===== src/rtl/alc_defs.svh =====
// constants for the ambient light conversion timing block
// assumes a 100 ns system clock; included by alc_pkg and the testbench
`ifndef ALC_DEFS_SVH
`define ALC_DEFS_SVH
// ----------------------------------------
// timing
// ----------------------------------------
`define ALC_CLK_NS 100
`define ALC_FRAME_MS 100
`define ALC_CONV_US 300
`define ALC_FRAME_CYC (`ALC_FRAME_MS * 1000000 / `ALC_CLK_NS)
`define ALC_CONV_CYC (`ALC_CONV_US * 1000 / `ALC_CLK_NS)
// ----------------------------------------
// serial bus and pointer map
// ----------------------------------------
`define ALC_DEV_ADDR 7'h13
`define ALC_PTR_HI 8'h85
`define ALC_PTR_LO 8'h86
`define ALC_PTR_RST 8'h00
`define ALC_RD_IDLE 8'h00
`define ALC_RES_W 16
`define ALC_AVG_W 3
`endif


===== src/rtl/alc_pkg.sv =====
// types shared by the light conversion block
// assumes alc_defs.svh is on the include path
package alc_pkg;
  `include "alc_defs.svh"
  typedef enum logic [2:0] {I_IDLE, I_ADDR, I_AACK, I_WDATA, I_WACK, I_RDATA, I_RACK} alc_bus_st_t;
  typedef enum logic {E_CONV, E_HOLD} alc_eng_st_t;
  typedef struct packed {
    logic cont;
    logic [`ALC_AVG_W-1:0] code;
  } alc_cfg_t;
  typedef struct packed {
    logic valid;
    logic [`ALC_RES_W-1:0] value;
  } alc_res_t;
endpackage


===== src/rtl/alc_conv_engine.sv =====
// conversion sequencer: times single conversions, averages, publishes
// assumes sample is stable from the front end on the same clock
module alc_conv_engine import alc_pkg::*; #(
  parameter int unsigned FRAME_CYC = `ALC_FRAME_CYC
) (
  input logic clk,
  input logic rst,
  input alc_cfg_t cfg,
  input logic [`ALC_RES_W-1:0] sample,
  output alc_res_t res,
  output logic busy
);
  localparam int unsigned CONV_CYC = `ALC_CONV_CYC;
  localparam int FW = $clog2(FRAME_CYC);
  localparam int CW = $clog2(CONV_CYC);
  localparam int AW = `ALC_RES_W + 7;

  alc_eng_st_t st_ff;
  logic [FW-1:0] frame_ff;
  logic [CW-1:0] conv_ff;
  logic [6:0] num_ff;
  logic [AW-1:0] acc_ff;
  logic [AW-1:0] nxt_acc;
  logic [2:0] code_ff;
  logic cont_ff;
  logic busy_ff;
  alc_res_t res_ff;
  logic conv_end;
  logic last;
  logic frame_end;

  assign conv_end = (st_ff == E_CONV) && (conv_ff == CW'(CONV_CYC - 1));
  assign last = num_ff == 7'((8'h01 << code_ff) - 8'h01);
  assign frame_end = frame_ff == FW'(FRAME_CYC - 1);
  assign nxt_acc = acc_ff + AW'(sample);
  assign res = res_ff;
  assign busy = busy_ff;

  // ----------------------------------------
  // frame and conversion counters
  // ----------------------------------------
  always_ff @(posedge clk) begin
    if (rst || cont_ff || frame_end) begin
      frame_ff <= '0;
    end else begin
      frame_ff <= FW'(frame_ff + 1'b1);
    end
  end

  always_ff @(posedge clk) begin
    if (rst || conv_end || st_ff != E_CONV) begin
      conv_ff <= '0;
    end else begin
      conv_ff <= CW'(conv_ff + 1'b1);
    end
  end

  always_ff @(posedge clk) begin
    busy_ff <= !rst && (st_ff == E_CONV);
  end

  // ----------------------------------------
  // averaging batch
  // ----------------------------------------
  always_ff @(posedge clk) begin
    res_ff.valid <= 1'b0;
    if (rst) begin
      st_ff <= E_CONV;
      num_ff <= '0;
      acc_ff <= '0;
      code_ff <= '0;
      cont_ff <= 1'b0;
      res_ff <= '0;
    end else begin
      case (st_ff)
        E_CONV: begin
          // settings are taken once per batch so a result never mixes counts
          if (conv_ff == '0 && num_ff == '0) begin
            code_ff <= cfg.code;
            cont_ff <= cfg.cont;
          end
          if (conv_end) begin
            if (!last) begin
              acc_ff <= nxt_acc;
              num_ff <= 7'(num_ff + 1'b1);
            end else if (cont_ff) begin
              res_ff.value <= `ALC_RES_W'(nxt_acc >> code_ff);
              res_ff.valid <= 1'b1;
              acc_ff <= '0;
              num_ff <= '0;
            end else begin
              acc_ff <= nxt_acc;
              st_ff <= E_HOLD;
            end
          end
        end
        E_HOLD: begin
          if (frame_end) begin
            res_ff.value <= `ALC_RES_W'(acc_ff >> code_ff);
            res_ff.valid <= 1'b1;
            acc_ff <= '0;
            num_ff <= '0;
            st_ff <= E_CONV;
          end
        end
        default: st_ff <= E_CONV;
      endcase
    end
  end
endmodule


===== src/rtl/alc_light_timing.sv =====
// ambient light result path: serial slave with pointer plus conversion timing
// assumes SCL and SDA arrive unsynchronised; the pad resolves SDA from SDA_OE_N
//
// Contract
// host sets the pointer by writing 85h to write address 26h, no data
// after pointer set, a read at 27h returns the result high byte
// a following read without re-addressing returns the low byte from 86h
// standard mode runs each measurement inside a fixed 100 ms frame
// each single conversion lasts about 300 us; rest of frame idle
// averaging count selectable up to 128 conversions per result
// reported value is the mean of the configured conversions
// standard mode publishes only after the 100 ms frame elapses
// continuous mode starts each conversion right after the previous ends
// pointer increments after each byte read
// stop or repeated start between pointer write and read both accepted
// continuous mode publishes as soon as the last conversion completes
module alc_light_timing import alc_pkg::*; #(
  parameter int unsigned FRAME_CYC = `ALC_FRAME_CYC
) (
  input logic CLOCK,
  input logic RST,
  input logic SCL_I,
  input logic SDA_I,
  output logic SDA_O,
  output logic SDA_OE_N,
  input logic CONT_MODE,
  input logic [`ALC_AVG_W-1:0] AVG_CODE,
  input logic [`ALC_RES_W-1:0] ALS_SAMPLE,
  output logic CONV_ACTIVE
);
  alc_bus_st_t st_ff;
  logic [2:0] scl_s_ff;
  logic [2:0] sda_s_ff;
  logic [3:0] cnt_ff;
  logic [7:0] sh_ff;
  logic [7:0] tx_ff;
  logic [7:0] ptr_ff;
  logic [7:0] lo_hold_ff;
  logic [15:0] res_ff;
  logic rw_ff;
  logic ack_ff;
  logic first_ff;
  logic oe_n_ff;
  logic sda_o_ff;
  logic scl;
  logic sda;
  logic rise;
  logic fall;
  logic start;
  logic stop;
  logic [7:0] rd_b;
  alc_cfg_t cfg;
  alc_res_t eng_res;

  // ----------------------------------------
  // conversion engine
  // ----------------------------------------
  assign cfg.cont = CONT_MODE;
  assign cfg.code = AVG_CODE;

  alc_conv_engine #(
    .FRAME_CYC(FRAME_CYC)
  ) u_eng (
    .clk(CLOCK),
    .rst(RST),
    .cfg(cfg),
    .sample(ALS_SAMPLE),
    .res(eng_res),
    .busy(CONV_ACTIVE)
  );

  always_ff @(posedge CLOCK) begin
    if (RST) begin
      res_ff <= '0;
    end else if (eng_res.valid) begin
      res_ff <= eng_res.value;
    end
  end

  // ----------------------------------------
  // pin synchronisers and bus events
  // ----------------------------------------
  always_ff @(posedge CLOCK) begin
    if (RST) begin
      scl_s_ff <= 3'h7;
      sda_s_ff <= 3'h7;
    end else begin
      scl_s_ff <= {scl_s_ff[1:0], SCL_I};
      sda_s_ff <= {sda_s_ff[1:0], SDA_I};
    end
  end

  assign scl = scl_s_ff[1];
  assign sda = sda_s_ff[1];
  assign rise = scl && !scl_s_ff[2];
  assign fall = !scl && scl_s_ff[2];
  assign start = scl && scl_s_ff[2] && !sda && sda_s_ff[2];
  assign stop = scl && scl_s_ff[2] && sda && !sda_s_ff[2];

  // ----------------------------------------
  // read data selection
  // ----------------------------------------
  // low byte comes from a copy taken with the high byte, so a result
  // landing between the two reads cannot tear the pair
  function automatic logic [7:0] rd_sel(input logic [7:0] ptr, input logic [15:0] res,
                                        input logic [7:0] lo);
    if (ptr == `ALC_PTR_HI) begin
      rd_sel = res[15:8];
    end else if (ptr == `ALC_PTR_LO) begin
      rd_sel = lo;
    end else begin
      rd_sel = `ALC_RD_IDLE;
    end
  endfunction

  assign rd_b = rd_sel(ptr_ff, res_ff, lo_hold_ff);

  always_ff @(posedge CLOCK) begin
    if (RST) begin
      lo_hold_ff <= '0;
    end else if (fall && ptr_ff == `ALC_PTR_HI && (st_ff == I_AACK || st_ff == I_RACK)) begin
      lo_hold_ff <= res_ff[7:0];
    end
  end

  // ----------------------------------------
  // serial slave
  // ----------------------------------------
  always_ff @(posedge CLOCK) begin
    sda_o_ff <= 1'b0;
    if (RST) begin
      st_ff <= I_IDLE;
      cnt_ff <= '0;
      sh_ff <= '0;
      tx_ff <= 8'hFF;
      ptr_ff <= `ALC_PTR_RST;
      rw_ff <= 1'b0;
      ack_ff <= 1'b0;
      first_ff <= 1'b0;
      oe_n_ff <= 1'b1;
    end else if (start) begin
      st_ff <= I_ADDR;
      cnt_ff <= '0;
      oe_n_ff <= 1'b1;
    end else if (stop) begin
      st_ff <= I_IDLE;
      oe_n_ff <= 1'b1;
    end else begin
      case (st_ff)
        I_ADDR, I_WDATA: begin
          if (rise) begin
            sh_ff <= {sh_ff[6:0], sda};
            cnt_ff <= 4'(cnt_ff + 1'b1);
          end else if (fall && cnt_ff == 4'h8) begin
            cnt_ff <= '0;
            if (st_ff == I_WDATA) begin
              oe_n_ff <= 1'b0;
              st_ff <= I_WACK;
              first_ff <= 1'b0;
              if (first_ff) begin
                ptr_ff <= sh_ff;
              end
            end else if (sh_ff[7:1] == `ALC_DEV_ADDR) begin
              oe_n_ff <= 1'b0;
              rw_ff <= sh_ff[0];
              first_ff <= !sh_ff[0];
              st_ff <= I_AACK;
            end else begin
              st_ff <= I_IDLE;
            end
          end
        end
        I_WACK: begin
          if (fall) begin
            oe_n_ff <= 1'b1;
            st_ff <= I_WDATA;
          end
        end
        I_AACK, I_RACK: begin
          if (rise) begin
            ack_ff <= !sda;
          end else if (fall) begin
            if ((st_ff == I_AACK && rw_ff) || (st_ff == I_RACK && ack_ff)) begin
              oe_n_ff <= rd_b[7];
              tx_ff <= {rd_b[6:0], 1'b1};
              ptr_ff <= 8'(ptr_ff + 1'b1);
              cnt_ff <= '0;
              st_ff <= I_RDATA;
            end else begin
              oe_n_ff <= 1'b1;
              st_ff <= (st_ff == I_AACK) ? I_WDATA : I_IDLE;
            end
          end
        end
        I_RDATA: begin
          if (rise) begin
            cnt_ff <= 4'(cnt_ff + 1'b1);
          end else if (fall) begin
            if (cnt_ff == 4'h8) begin
              oe_n_ff <= 1'b1;
              cnt_ff <= '0;
              st_ff <= I_RACK;
            end else begin
              oe_n_ff <= tx_ff[7];
              tx_ff <= {tx_ff[6:0], 1'b1};
            end
          end
        end
        default: st_ff <= I_IDLE;
      endcase
    end
  end

  assign SDA_O = sda_o_ff;
  assign SDA_OE_N = oe_n_ff;
endmodule


===== config.mk =====
export PLATFORM = sky130hd
export DESIGN_NAME = alc_light_timing
export DESIGN_NICKNAME = d
export VERILOG_FILES = /design/src/rtl/alc_pkg.sv /design/src/rtl/alc_conv_engine.sv /design/src/rtl/alc_light_timing.sv
export VERILOG_INCLUDE_DIRS = /design/src /design/src/rtl
export SDC_FILE = /design/constraint.sdc
export NUM_CORES = 1
export LEC_CHECK = 0
export BUFFER_PORTS_ARGS = -buffer_cell sky130_fd_sc_hd__clkbuf_2
export CAP_MARGIN = 15
export CORE_ASPECT_RATIO = 0.6
export CORE_MARGIN = 2
export CORE_UTILIZATION = 50
export DETAILED_ROUTE_END_ITERATION = 8
export PLACE_DENSITY_LB_ADDON = 0.08
export RECOVER_POWER = 50
export REMOVE_ABC_BUFFERS = 1
export SLEW_MARGIN = 25
export SYNTH_ARGS = -nofsm -noshare
export SYNTH_HDL_FRONTEND = slang
export SYNTH_HIERARCHICAL = 1
export SYNTH_SLANG_ARGS = --single-unit

===== constraint.sdc =====
create_clock -name CLOCK -period 11.2 [get_ports CLOCK]
set_clock_uncertainty 0.05 [all_clocks]
set_input_delay 0.56 -clock CLOCK [delete_from_list [all_inputs] [get_ports CLOCK]]
set_output_delay 0.56 -clock CLOCK [all_outputs]
set_load 0.02 [all_outputs]

# Word-level counts from Yosys, hierarchy flattened
# Cells that the tools add are included.
[op_classes]
bitwise_logic = 5
n_addsub = 7
mux = 75
reduce_logical = 52
eq_ne = 42
shift = 3
[op_table]
columns = ["cell", "count"]
rows = [
  ["2-to-1 mux 8 bit", 15],
  ["2-to-1 mux 23 bit", 4],
  ["2-to-1 mux 17 bit", 4],
  ["case mux 23 bit (2 select lines)", 1],
  [">> shifter 23 x 3 -> 16 bit", 2],
  ["case mux 17 bit (2 select lines)", 1],
  ["2-to-1 mux 4 bit", 8],
  ["inequality test 4 bit, second input constant", 8],
  ["case mux 8 bit (2 select lines)", 2],
  ["2-to-1 mux 3 bit", 10],
  ["2-to-1 mux 7 bit", 4],
  ["inequality test 2 bit, second input constant", 13],
  ["AND reduction 8 bit", 3],
  ["adder 23 x 16 -> 23 bit", 1],
  ["adder 20 x 1 -> 20 bit, second input constant", 1],
  ["equality test 20 bit, second input constant", 1],
  ["2-to-1 mux 1 bit", 19],
  ["AND reduction 9 bit", 2],
  ["equality test 8 bit, second input constant", 2],
  ["logical AND 1 bit", 15],
  ["case mux 7 bit (2 select lines)", 1],
  ["adder 12 x 1 -> 12 bit, second input constant", 1],
  ["equality test 12 bit, second input constant", 1],
  ["zero test 12 bit", 1],
  ["34 further kinds", 64],
]
[word_totals]
inputBits = 24
out_inout_bits = 3
register_bits = 150

# Depth between registers and ports, before layout
# Gate-level depths: netlist of run 1.
[depth]
depth_word = 9
depth_mapped = 17

# Cells and area by module
# Netlist of run 1, hierarchy kept.
[by_module_without_submodules]
columns = ["mod", "instances", "area_per_inst_um2", "cells_each"]
rows = [
  ["alc_conv_engine", 1, 6143.4, 749],
  ["alc_light_timing", 1, 3244.4, 372],
]

# Worst setup path after synthesis of run 1
# No wires, ideal clock.
[synth_timing]
path_kind = "flip-flop to flip-flop"
startpoint = "register u_eng.code_ff[1]"
endpoint = "register u_eng.num_ff[6]"
t_arrival_ns = 3.550
n_path_buf = 4
path_stages_with_launch = 17
t_required_ns = 11.080
setup_slack_ns = 7.529
cell_sequence = "dfxtp_1 buf_2 buf_2 inv_1 buf_1 buf_1 nand3_1 ha_1 or3b_1 a21oi_1 or3_1 a211oi_2 and3b_1 o21ai_2 nand4_1 or3_1 a21oi_1"
[synth_via]
elab_chain_len = 6
word_cells_on_any_way = 8
[synth_lines]
columns = ["element", "line", "text"]
rows = [
  ["from (decl)", "alc_conv_engine.sv:24", "logic [2:0] code_ff;"],
  ["from (signal assigned)", "alc_conv_engine.sv:79", "code_ff <= cfg.code;"],
  ["left shift 1 x 3 -> 7 bit *", "alc_conv_engine.sv:33", "assign last = num_ff == 7'((8'h01 << code_ff) - 8'h01);"],
  ["subtractor 7 x 1 -> 7 bit *", "alc_conv_engine.sv:33", ""],
  ["equality test 7 bit *", "alc_conv_engine.sv:33", ""],
  ["2-to-1 mux 7 bit", "alc_conv_engine.sv:83", "if (!last) begin"],
  ["2-to-1 mux 7 bit", "alc_conv_engine.sv:82", "if (conv_end) begin"],
  ["case mux 7 bit (2 select lines)", "alc_conv_engine.sv:75", "case (st_ff)"],
  ["to (signal assigned)", "alc_conv_engine.sv:85", "num_ff <= 7'(num_ff + 1'b1);"],
  ["to (decl)", "alc_conv_engine.sv:21", "logic [6:0] num_ff;"],
]
# Every way passes the cells marked *; elsewhere a longest branch is shown, timed or not. The select of a mux whose other input is x is not followed.
# A chain may end at the register's enable or synchronous reset.

==> results.sh, run 1 <==
export IMPL_routed_wl_um=25200
export IMPL_ioPinCount=27
export IMPL_worstSetupPathType="primary input to flop"
export IMPL_pwr_share_seq=0.404
export IMPL_cts_buffers=17
export IMPL_synth_top_cell_area_share=0.318
export IMPL_path_clk_slew_ns=0.07
export IMPL_rsz0062_at_grt="no"
export IMPL_fmax_mhz=205
export IMPL_drt_wirelength_per_cell_um=18.6
export IMPL_initial_utilization=0.516
export IMPL_p_sw_mw=0.411
export IMPL_hp_class="primary input to flop"
export IMPL_p_comb_frac=0.157
export IMPL_synthCells=1121
export IMPL_endpoint_kind="flop"
export IMPL_cts_root_buf="clkbuf_16"
export IMPL_dpl_hpwl_um=18300
export IMPL_ys_types=91
export IMPL_instances_no_fill=1353
export IMPL_async_reset_ff_frac=0
export IMPL_cts_max_path_buffers=2
export IMPL_grt_busiest_layer="met1"
export IMPL_final_util=0.552
export IMPL_drv_slew=117
export IMPL_yosys_area_top_type="dfxtp_1"
export IMPL_drt_iter0_drc=962
export IMPL_netSwitchingFraction=0.295
export IMPL_ys_warn_count=6
export IMPL_remaining_drc_errors=0
export IMPL_hold_violations=0
export IMPL_clkPwrFrac=0.439
export IMPL_arrival_ns=5.18
export IMPL_grt_max_degree=69
export IMPL_ir_drop_v=0.0000884
export IMPL_tightest_slew_ns=3.10
export IMPL_htreeDepth=4
export IMPL_crit_fanout=68
export IMPL_dp_cells=1322
export IMPL_met2_usage=0.304
export IMPL_viasPerCell=6.03
export IMPL_status="finished with violations"
export IMPL_track_usage=0.262
export IMPL_ant_nets=0
export IMPL_diodes=0
export IMPL_fin_nets=1156
export IMPL_synth_avg_cell_area_um2=8.37
export IMPL_drive_gt1_frac=0.108
export IMPL_postCtsSetupRepairBufs=0
export IMPL_crit_required_ns=11.51
export IMPL_grt_use_met1=0.454
export IMPL_post_route_min_period_ns=4.87
export IMPL_fin_tns_setup_ns=0
export IMPL_maxCapViolations=3
export IMPL_cts_sinks=149
export IMPL_violations="max-capacitance violations, max-slew violations"
export IMPL_num_vias=8153
export IMPL_die_y_um=110
export IMPL_syn_area_um2=9390
export IMPL_antenna_found_initial=0
export IMPL_cts_tree="built"
export IMPL_cts_hold_fix_buffers=0
export IMPL_die_area_um2=19900
export IMPL_ys_seq_elements=149
export IMPL_clk_latency_ns=0.44
export IMPL_startpoint_type="primary input"
export IMPL_rows=38
export IMPL_grt_pass1_vias=7139
export IMPL_synthFlopType="dfxtp_1"
export IMPL_fp_coreArea_um2=18200
export IMPL_power_leakage_nw=3.77
export IMPL_grt_first_pass_wirelength_um=40900
export IMPL_p_per_area_nw_per_um2=138
export IMPL_die_w_um=181
export IMPL_routabilityCongestion=0.921
export IMPL_grtUsageMet3=0.0575
export IMPL_ys_top_cells_by_area="dfxtp_1 32%, mux2i_1 6.5%, nor2_1 6.5%, a21oi_1 4.2%, ha_1 4.0%"
export IMPL_cts_resized=0
export IMPL_setup_viol=0
export IMPL_total_power_mw=1.39
export IMPL_first_pass_iters=5
export IMPL_ys_seq_area_frac=0.318
export IMPL_max_slew_margin_rel=-1.07
export IMPL_finalCritPeriodShare=0.435
export IMPL_globalRouteOverflowTotal=0
export IMPL_numPortBuffers=25
export IMPL_syn2layout_area_growth_pct=7.13
export IMPL_p_int_mw=0.980
export IMPL_synth_edf_count=0
cell type report:
| cell class | count | area [um^2] |
|---|---|---|
| clock buffers | 19 | 453 |
| clock inverters | 12 | 166 |
| multi-input cells | 870 | 5870 |
| fillers | 1748 | 8150 |
| repair buffers | 32 | 170 |
| inverters | 31 | 116 |
| well taps | 240 | 300 |
| flip-flops and latches | 149 | 2990 |
cells in the mapped netlist (7+ instances only):
library cell,number
and3_1,10
a311oi_1,9
o211ai_1,9
nor2_1,162
a21oi_1,79
xnor2_1,28
nand2b_1,9
o31ai_1,8
a211oi_1,11
a31oi_1,16
inv_1,29
clkbuf_8,7
mux2i_1,61
nand4_1,20
nor2b_1,11
ha_1,30
dfxtp_1,149
mux4_2,15
xor2_1,32
mux2_2,13
nand3_1,32
nand2_1,100
buf_2,12
clkbuf_1,36
nand3b_1,11
a22oi_1,18
o21ai_0,40
nor3_1,33
routing by layer:
layer | routed length, um | share of wire | up-vias
met5 | 0 | 0 | -
met4 | 179 | 0.0071 | 0
met3 | 1950 | 0.077 | 18
met2 | 8550 | 0.34 | 283
met1 | 14500 | 0.58 | 3822
li1 | - | - | 4030
worst paths after layout:
path                            startpoint                          to  slack [ns]  cells after the start
max                                    RST       tx_ff[7]$_SDFFE_PP1P_        6.33                      4
min                                  SDA_I      sda_s_ff[0]$_SDFF_PP1_        0.26                      2
max reg2reg  u_eng/code_ff[2]$_SDFFE_PP0P_  u_eng/res[13]$_SDFFE_PP0P_        6.58                     13
min reg2reg         sda_s_ff[0]$_SDFF_PP1_      sda_s_ff[1]$_SDFF_PP1_        0.37                      1
flip-flops by register name, indices dropped and copies added (netlist names):
register        count
u_eng/acc_ff       23
ack_ff              1
u_eng/frame_ff     20
SDA_OE_N            1
cnt_ff              4
u_eng/st_ff         1
u_eng/busy          1
ptr_ff              8
st_ff               3
res_ff             16
u_eng/res          17
sda_s_ff            3
u_eng/conv_ff      12
lo_hold_ff          8
rw_ff               1
u_eng/code_ff       3
tx_ff               7
scl_s_ff            3
sh_ff               8
u_eng/cont_ff       1
first_ff            1
u_eng/num_ff        7
worst max-delay path: stages:
cell	delay, ns
clkbuf_1	1.31
clkbuf_1	2.28
nor2_1	0.60
a32oi_1	0.39
cell usage in the layout, fill, tap and decap left out, drive strengths merged, types with 12 or more instances in the layout:
cell type / n
ha: 30
dfxtp: 149
clkbuf: 45
nand2: 100
a22oi: 18
xor2: 32
a21oi: 80
nand3b: 12
mux4: 15
a211oi: 14
nor3: 34
mux2: 13
mux2i: 61
nor2: 162
a31oi: 17
nand3: 32
xnor2: 30
o21ai: 44
inv: 35
nand4: 20
power by group through the flow:
| stage | clock network (mW) | registers [mW] | logic, mW |
|---|---|---|---|
| finish | 0.611 | 0.561 | 0.219 |
| global route | 0.643 | 0.563 | 0.240 |
| CTS | 0.622 | 0.560 | 0.214 |
| detailed placement | 0 | 0.572 | 0.213 |
| global placement | 0 | 0.572 | 0.214 |
| floorplan | 0 | 0.575 | 0.143 |
cells by family (layout without fill, tap and decap cells):
family	count (synthesis)	count (layout)	synth area share
buffers and inverters	102	94	0.0569
AO/OA/AOI/OAI	253	253	0.184
AND/OR/NAND/NOR	434	434	0.223
XOR/XNOR	62	62	0.0594
multiplexers	89	89	0.117
adder cells (fa/ha/maj)	31	31	0.0421
other	1	1	0.000399
flip-flops	149	149	0.318
per-stage QoR:
stage	worst slack [ns]	instance area, um^2	hold WS, ns
after floorplan	6.50	8970	0.339
after global placement	6.87	9460	0.343
after detailed placement	6.79	9460	0.346
after CTS	6.73	10100	0.249
after global routing	5.80	10100	0.252
final	6.33	10100	0.260
Power figures use the tool's default switching activity.
==> run 2: changes to the inputs <==
- clock period: 11.2 -> 4.6 ns (I/O delays scaled with it)
==> run 2 against run 1 <==
  * Register-to-register slack got worse by 5.8 ns
  * Critical path depth grew 9
  * Hold slack lost 0.24 ns
  * The flow still finishes with violations (max-capacitance violations, max-slew violations)
==> results.sh, run 2 (synthesis results as in run 1) <==
export IMPL_final_util=0.555
export IMPL_post_route_min_period_ns=3.86
export IMPL_drv_slew=63
export IMPL_drt_iter0_drc=1085
export IMPL_maxCapViolations=1
export IMPL_startpoint_type="flop"
export IMPL_die_area_um2=19900
export IMPL_cts_resized=0
export IMPL_seq_area_um2=2990
export IMPL_instances_no_fill=1359
export IMPL_worstSetupPathType="flop to flop"
export IMPL_clk_latency_ns=0.44
export IMPL_crit_required_ns=4.93
export IMPL_hold_violations=0
export IMPL_ioPinCount=27
export IMPL_cts_tree="built"
export IMPL_setup_viol=0
export IMPL_initial_utilization=0.516
export IMPL_ir_drop_v=0.000287
export IMPL_die_y_um=110
export IMPL_cts_root_buf="clkbuf_16"
export IMPL_arrival_ns=4.20
export IMPL_multi_input_area_um2=5880
export IMPL_finalCritPeriodShare=0.840
export IMPL_total_power_mw=3.36
export IMPL_slowest_delay_ns=0.59
export IMPL_dpl_hpwl_um=18200
export IMPL_cts_max_path_buffers=2
export IMPL_routed_wl_um=25300
export IMPL_final_common_cell="nor2_1"
export IMPL_grt_max_degree=63
export IMPL_path_depth=13
export IMPL_place_area_um2=9470
export IMPL_rsz0062_at_grt="no"
export IMPL_p_per_area_nw_per_um2=333
export IMPL_dp_cells=1323
export IMPL_grt_first_pass_wirelength_um=40400
export IMPL_fin_nets=1161
export IMPL_numPortBuffers=25
export IMPL_drive_gt1_frac=0.110
export IMPL_worst_path_dominant_cell_family="simple AND/OR/NAND/NOR gates"
export IMPL_drt_wirelength_per_cell_um=18.6
export IMPL_slowest_stage="nand4_1"
export IMPL_endpoint_kind="flop"
export IMPL_rows=38
export IMPL_reg2regPathDepth=13
export IMPL_antenna_found_initial=0
export IMPL_num_vias=8149
export IMPL_grt_pass1_vias=7189
export IMPL_routabilityCongestion=0.898
export IMPL_nFillCells=1718
export IMPL_ant_nets=0
export IMPL_tightest_slew_ns=2.81
export IMPL_path_clk_slew_ns=0.07
export IMPL_hp_class="primary input to flop"
export IMPL_power_leakage_nw=3.81
export IMPL_final_cell_mix="162 x nor2_1, 147 x dfxtp_1, 100 x nand2_1, 79 x a21oi_1, 61 x mux2i_1"
export IMPL_violations="max-capacitance violations, max-slew violations"
export IMPL_fp_coreArea_um2=18200
export IMPL_globalRouteOverflowTotal=0
export IMPL_path_buf_inv=2
export IMPL_cts_buffers=17
export IMPL_regMostFlops="u_eng/acc_ff"
export IMPL_first_pass_iters=6
export IMPL_htreeDepth=4
export IMPL_viasPerCell=6.00
export IMPL_fin_area_um2=10100
export IMPL_fmax_mhz=259
export IMPL_track_usage=0.258
export IMPL_max_slew_margin_rel=-0.873
export IMPL_cts_sinks=149
export IMPL_syn2layout_area_growth_pct=7.69
export IMPL_status="finished with violations"
export IMPL_fin_tns_setup_ns=0
export IMPL_reg2reg_to="u_eng/res[13]$_SDFFE_PP0P_"
export IMPL_crit_fanout=43
export IMPL_die_w_um=181
export IMPL_largest_reg_flops=23
export IMPL_worstPathCellList="buf_4 -> clkinv_1 -> nand3_1 -> ha_1 -> or3b_1 -> a21oi_1 -> or3_1 -> a211oi_2 -> nand4_1 -> nand2_1 -> o221ai_1 -> a221oi_2 -> o31a_1"
export IMPL_r2r_slack_ns=0.74
export IMPL_cp_endpoint="u_eng/res[13]$_SDFFE_PP0P_"
export IMPL_diodes=0
export IMPL_crit_start="u_eng/code_ff[2]$_SDFFE_PP0P_"
export IMPL_remaining_drc_errors=0
export IMPL_timing_rr_start="u_eng/code_ff[2]$_SDFFE_PP0P_"
run 2: cell count changes in the layout (fill, tap and decap cells not counted):
cell           delta
inv_8             -1
clkbuf_2          +1
nor3_1            -1
dlygate4sd3_1     +4
nor3_4            +1
clkinv_2          +1
clkbuf_8          -1
clkinv_4          +1
buf_4             +1
run 2: cell type report:
class                           count  share of cell area
Multi-Input combinational cell    870               0.581
Sequential cell                   149               0.295
Clock buffer                       19              0.0438
Tap cell                          240              0.0297
Timing Repair Buffer               37              0.0217
Clock inverter                     13              0.0167
Inverter                           31              0.0115
run 2: what timing repair did:
action                                 in CTS  in global routing
setup buffers                               0                  0
endpoints found under the hold margin       4                  0
hold buffers                                4                  0
run 2: how the worst min path moves through the flow:
stage                            from                       endpoint  depth (start not counted)
3_5_place_dp   sda_s_ff[0]$_SDFF_PP1_         sda_s_ff[1]$_SDFF_PP1_                          1
2_1_floorplan                     RST         ptr_ff[5]$_SDFFE_PP0P_                          1
3_3_place_gp   sda_s_ff[0]$_SDFF_PP1_         sda_s_ff[1]$_SDFF_PP1_                          1
6_report                  AVG_CODE[2]  u_eng/code_ff[2]$_SDFFE_PP0P_                          3
5_1_grt                   AVG_CODE[2]  u_eng/code_ff[2]$_SDFFE_PP0P_                          3
4_1_cts                   AVG_CODE[2]  u_eng/code_ff[2]$_SDFFE_PP0P_                          3
run 2: report_power, final:
part           leakage (nW)  total [mW]  switching, mW  internal (mW)
registers              1.20        1.37         0.0570           1.31
logic                  2.30       0.536          0.353          0.183
clock network         0.299        1.46          0.583          0.875
total                  3.81        3.36          0.992           2.37
run 2: worst reg2reg max path, stage by stage, from the launching register on:
cell	delay (ns)
dfxtp_1	0.34
buf_4	0.39
clkinv_1	0.17
nand3_1	0.10
ha_1	0.29
or3b_1	0.15
a21oi_1	0.06
or3_1	0.38
a211oi_2	0.38
nand4_1	0.59
nand2_1	0.37
o221ai_1	0.17
a221oi_2	0.21
o31a_1	0.15
run 2: metal layers:
layer	global-route usage	up-vias	routed length, um
met3	0.0608	11	2290
met5	0	-	0
met1	0.447	3786	14300
li1	-	4020	-
met4	0.0490	0	150
met2	0.297	332	8580
run 2: per-stage QoR:
stage,setup WS (ns),hold WS (ns)
6_report,0.738,0.0220
4_1_cts,0.822,0.00114
3_3_place_gp,0.863,0.343
5_1_grt,0.485,0.0360
2_1_floorplan,-0.0953,0.249
3_5_place_dp,0.866,0.343
==> run 3: changes to the inputs <==
- ABC_AREA: default -> 1
- clock period: 4.6 -> 3.4 ns (I/O delays scaled with it)
==> run 3 against run 2 <==
  * The flow still finishes with violations (max-capacitance violations, max-slew violations)
  * Count of clock-buffer cells in the layout shrank 2
  * Combinational power increased by 130%
  * Global-route usage is 1.6 points higher
  * Synthesized area up 5.5%
  * Final area up 6.3%
  * Sequential share of layout area shrank 1.8 points
  * Critical path depth increased by 2
  * Clock power grew 27%
  * Via count rose by 25%
  * Worst setup slack lost 0.10 ns
  * Critical endpoint is now u_eng/res[0]$_SDFFE_PP0P_
==> results.sh, run 3 <==
export IMPL_numPortBuffers=25
export IMPL_netlist_top_cells_count="392 x nand2_1, 201 x nor2_1, 152 x inv_1"
export IMPL_synth_most_common_cell="nand2_1"
export IMPL_die_w_um=186
export IMPL_async_reset_ff_frac=0
export IMPL_cts_buffers=17
export IMPL_p_int_mw=3.18
export IMPL_drv_slew=46
export IMPL_htreeDepth=4
export IMPL_fin_nets=1636
export IMPL_regMostFlops="u_eng/acc_ff"
export IMPL_crit_required_ns=3.66
export IMPL_final_util=0.559
export IMPL_multi_input_area_um2=5950
export IMPL_die_y_um=113
export IMPL_routed_wl_um=28200
export IMPL_ys_warn_count=6
export IMPL_arrival_ns=3.03
export IMPL_endpoint_kind="flop"
export IMPL_drt_wirelength_per_cell_um=15.1
export IMPL_seq_area_um2=2980
export IMPL_ir_drop_v=0.000338
export IMPL_clk_latency_ns=0.43
export IMPL_ys_seq_area_frac=0.301
export IMPL_clkPwrFrac=0.371
export IMPL_startpoint_type="flop"
export IMPL_ant_nets=0
export IMPL_antenna_found_initial=0
export IMPL_largest_reg_flops=23
export IMPL_die_area_um2=21000
export IMPL_power_leakage_nw=4.68
export IMPL_final_common_cell="nand2_1"
export IMPL_p_comb_frac=0.248
export IMPL_rsz0062_at_grt="no"
export IMPL_drive_gt1_frac=0.0903
export IMPL_dpl_hpwl_um=21800
export IMPL_p_sw_mw=1.84
export IMPL_maxCapViolations=2
export IMPL_violations="max-capacitance violations, max-slew violations"
export IMPL_cts_sinks=149
export IMPL_netSwitchingFraction=0.366
export IMPL_crit_fanout=10
export IMPL_globalRouteOverflowTotal=0
export IMPL_remaining_drc_errors=0
export IMPL_post_route_min_period_ns=2.77
export IMPL_postCtsSetupRepairBufs=0
export IMPL_routabilityCongestion=0.992
export IMPL_drt_iter0_drc=1266
export IMPL_first_pass_iters=6
export IMPL_fmax_mhz=361
export IMPL_tightest_slew_ns=1.67
export IMPL_status="finished with violations"
export IMPL_synth_avg_cell_area_um2=6.28
export IMPL_yosys_area_top_type="dfxtp_1"
export IMPL_num_vias=10200
export IMPL_worstSetupPathType="flop to flop"
export IMPL_synthFlopType="dfxtp_1"
export IMPL_ys_seq_elements=149
export IMPL_syn_area_um2=9900
export IMPL_p_per_area_nw_per_um2=467
export IMPL_initial_utilization=0.515
export IMPL_cts_max_path_buffers=2
export IMPL_ys_types=55
export IMPL_fp_coreArea_um2=19200
export IMPL_grt_first_pass_wirelength_um=45600
export IMPL_cts_resized=0
export IMPL_hp_class="primary input to flop"
export IMPL_diodes=0
export IMPL_pwr_share_seq=0.381
export IMPL_finalCritPeriodShare=0.814
export IMPL_ys_top_cells_by_area="dfxtp_1 30%, nand2_1 15%, nor2_1 7.6%, nand3_1 7.4%, inv_1 5.8%"
export IMPL_hold_violations=0
export IMPL_max_slew_margin_rel=-0.114
export IMPL_path_clk_slew_ns=0.07
export IMPL_final_cell_mix="392 x nand2_1, 201 x nor2_1, 153 x inv_1, 149 x dfxtp_1, 147 x nand3_1"
export IMPL_grt_pass1_vias=8637
export IMPL_nFillCells=1965
export IMPL_setup_viol=0
export IMPL_synth_edf_count=0
export IMPL_ioPinCount=27
export IMPL_cts_tree="built"
export IMPL_cts_hold_fix_buffers=5
export IMPL_cts_root_buf="clkbuf_16"
export IMPL_viasPerCell=5.48
export IMPL_synthCells=1576
export IMPL_synth_top_cell_area_share=0.301
export IMPL_rows=39
export IMPL_total_power_mw=5.02
export IMPL_grt_max_degree=52
export IMPL_syn2layout_area_growth_pct=8.57
export IMPL_track_usage=0.274
run 3: final timing paths:
path	slack [ns]	startpoint	end	depth (start not counted)
hold reg to reg	0.36	sda_s_ff[0]$_SDFF_PP1_	sda_s_ff[1]$_SDFF_PP1_	1
setup reg to reg	0.63	u_eng/code_ff[0]$_SDFFE_PP0P_	u_eng/res[0]$_SDFFE_PP0P_	15
hold / removal	0.07	CONT_MODE	u_eng/cont_ff$_SDFFE_PP0P_	3
setup / recovery	0.63	u_eng/code_ff[0]$_SDFFE_PP0P_	u_eng/res[0]$_SDFFE_PP0P_	15
run 3: cell families (layout without fill, tap and decap cells):
logic type / after synthesis / after routing / share of synthesized area
AOI/OAI and AO/OA: 264 / 264 / 0.144
xor gates and xnor gates: 23 / 23 / 0.0203
adders and majority gates: 31 / 31 / 0.0399
buffers and inverters: 227 / 245 / 0.0964
DFF: 149 / 149 / 0.301
muxes: 3 / 3 / 0.00303
other: 1 / 1 / 0.000379
and+or+nand+nor: 878 / 878 / 0.395
run 3: routing by layer:
layer,wire length (um),vias up,GRT usage
li1,-,5178,-
met1,15500,4610,0.469
met2,9360,391,0.315
met3,3140,12,0.0892
met4,121,0,0.0415
met5,0,-,0
run 3: worst max-delay path: stages, from the launching register on:
cell,delay [ns]
dfxtp_1,0.41
inv_2,0.05
nor2_1,0.28
nand2_1,0.11
ha_1,0.31
nor2_1,0.04
a21oi_1,0.11
nand4_1,0.12
nor3_2,0.18
nand3_2,0.19
nor2_4,0.31
inv_2,0.07
nand2_1,0.10
inv_2,0.12
nor2_1,0.12
a21oi_1,0.06
run 3: power groups by stage:
stage	registers, mW	clock network [mW]	logic [mW]
floorplan	1.97	0	0.868
global placement	1.95	0	1.20
detailed placement	1.95	0	1.21
CTS	1.91	1.91	1.22
global route	1.92	1.99	1.39
finish	1.91	1.86	1.24
run 3: stage by stage:
stage	std cells	hold WS (ns)	worst slack (ns)	setup TNS [ns]	instance area [um^2]
CTS	1860	0.0476	0.690	0	10800
finish	1860	0.0682	0.633	0	10800
global route	1860	0.0644	0.366	0	10800
detailed placement	1823	0.307	0.715	0	10100
floorplan	1521	0.189	-0.0651	-0.527	9600
global placement	1823	0.305	0.756	0	10100
run 3: layout make-up:
class / count / share of cell area
Clock buffer: 17 / 0.0396
Clock inverter: 15 / 0.0149
Inverter: 172 / 0.0605
Multi-Input combinational cell: 1200 / 0.554
Sequential cell: 149 / 0.277
Tap cell: 266 / 0.0310
Timing Repair Buffer: 41 / 0.0229
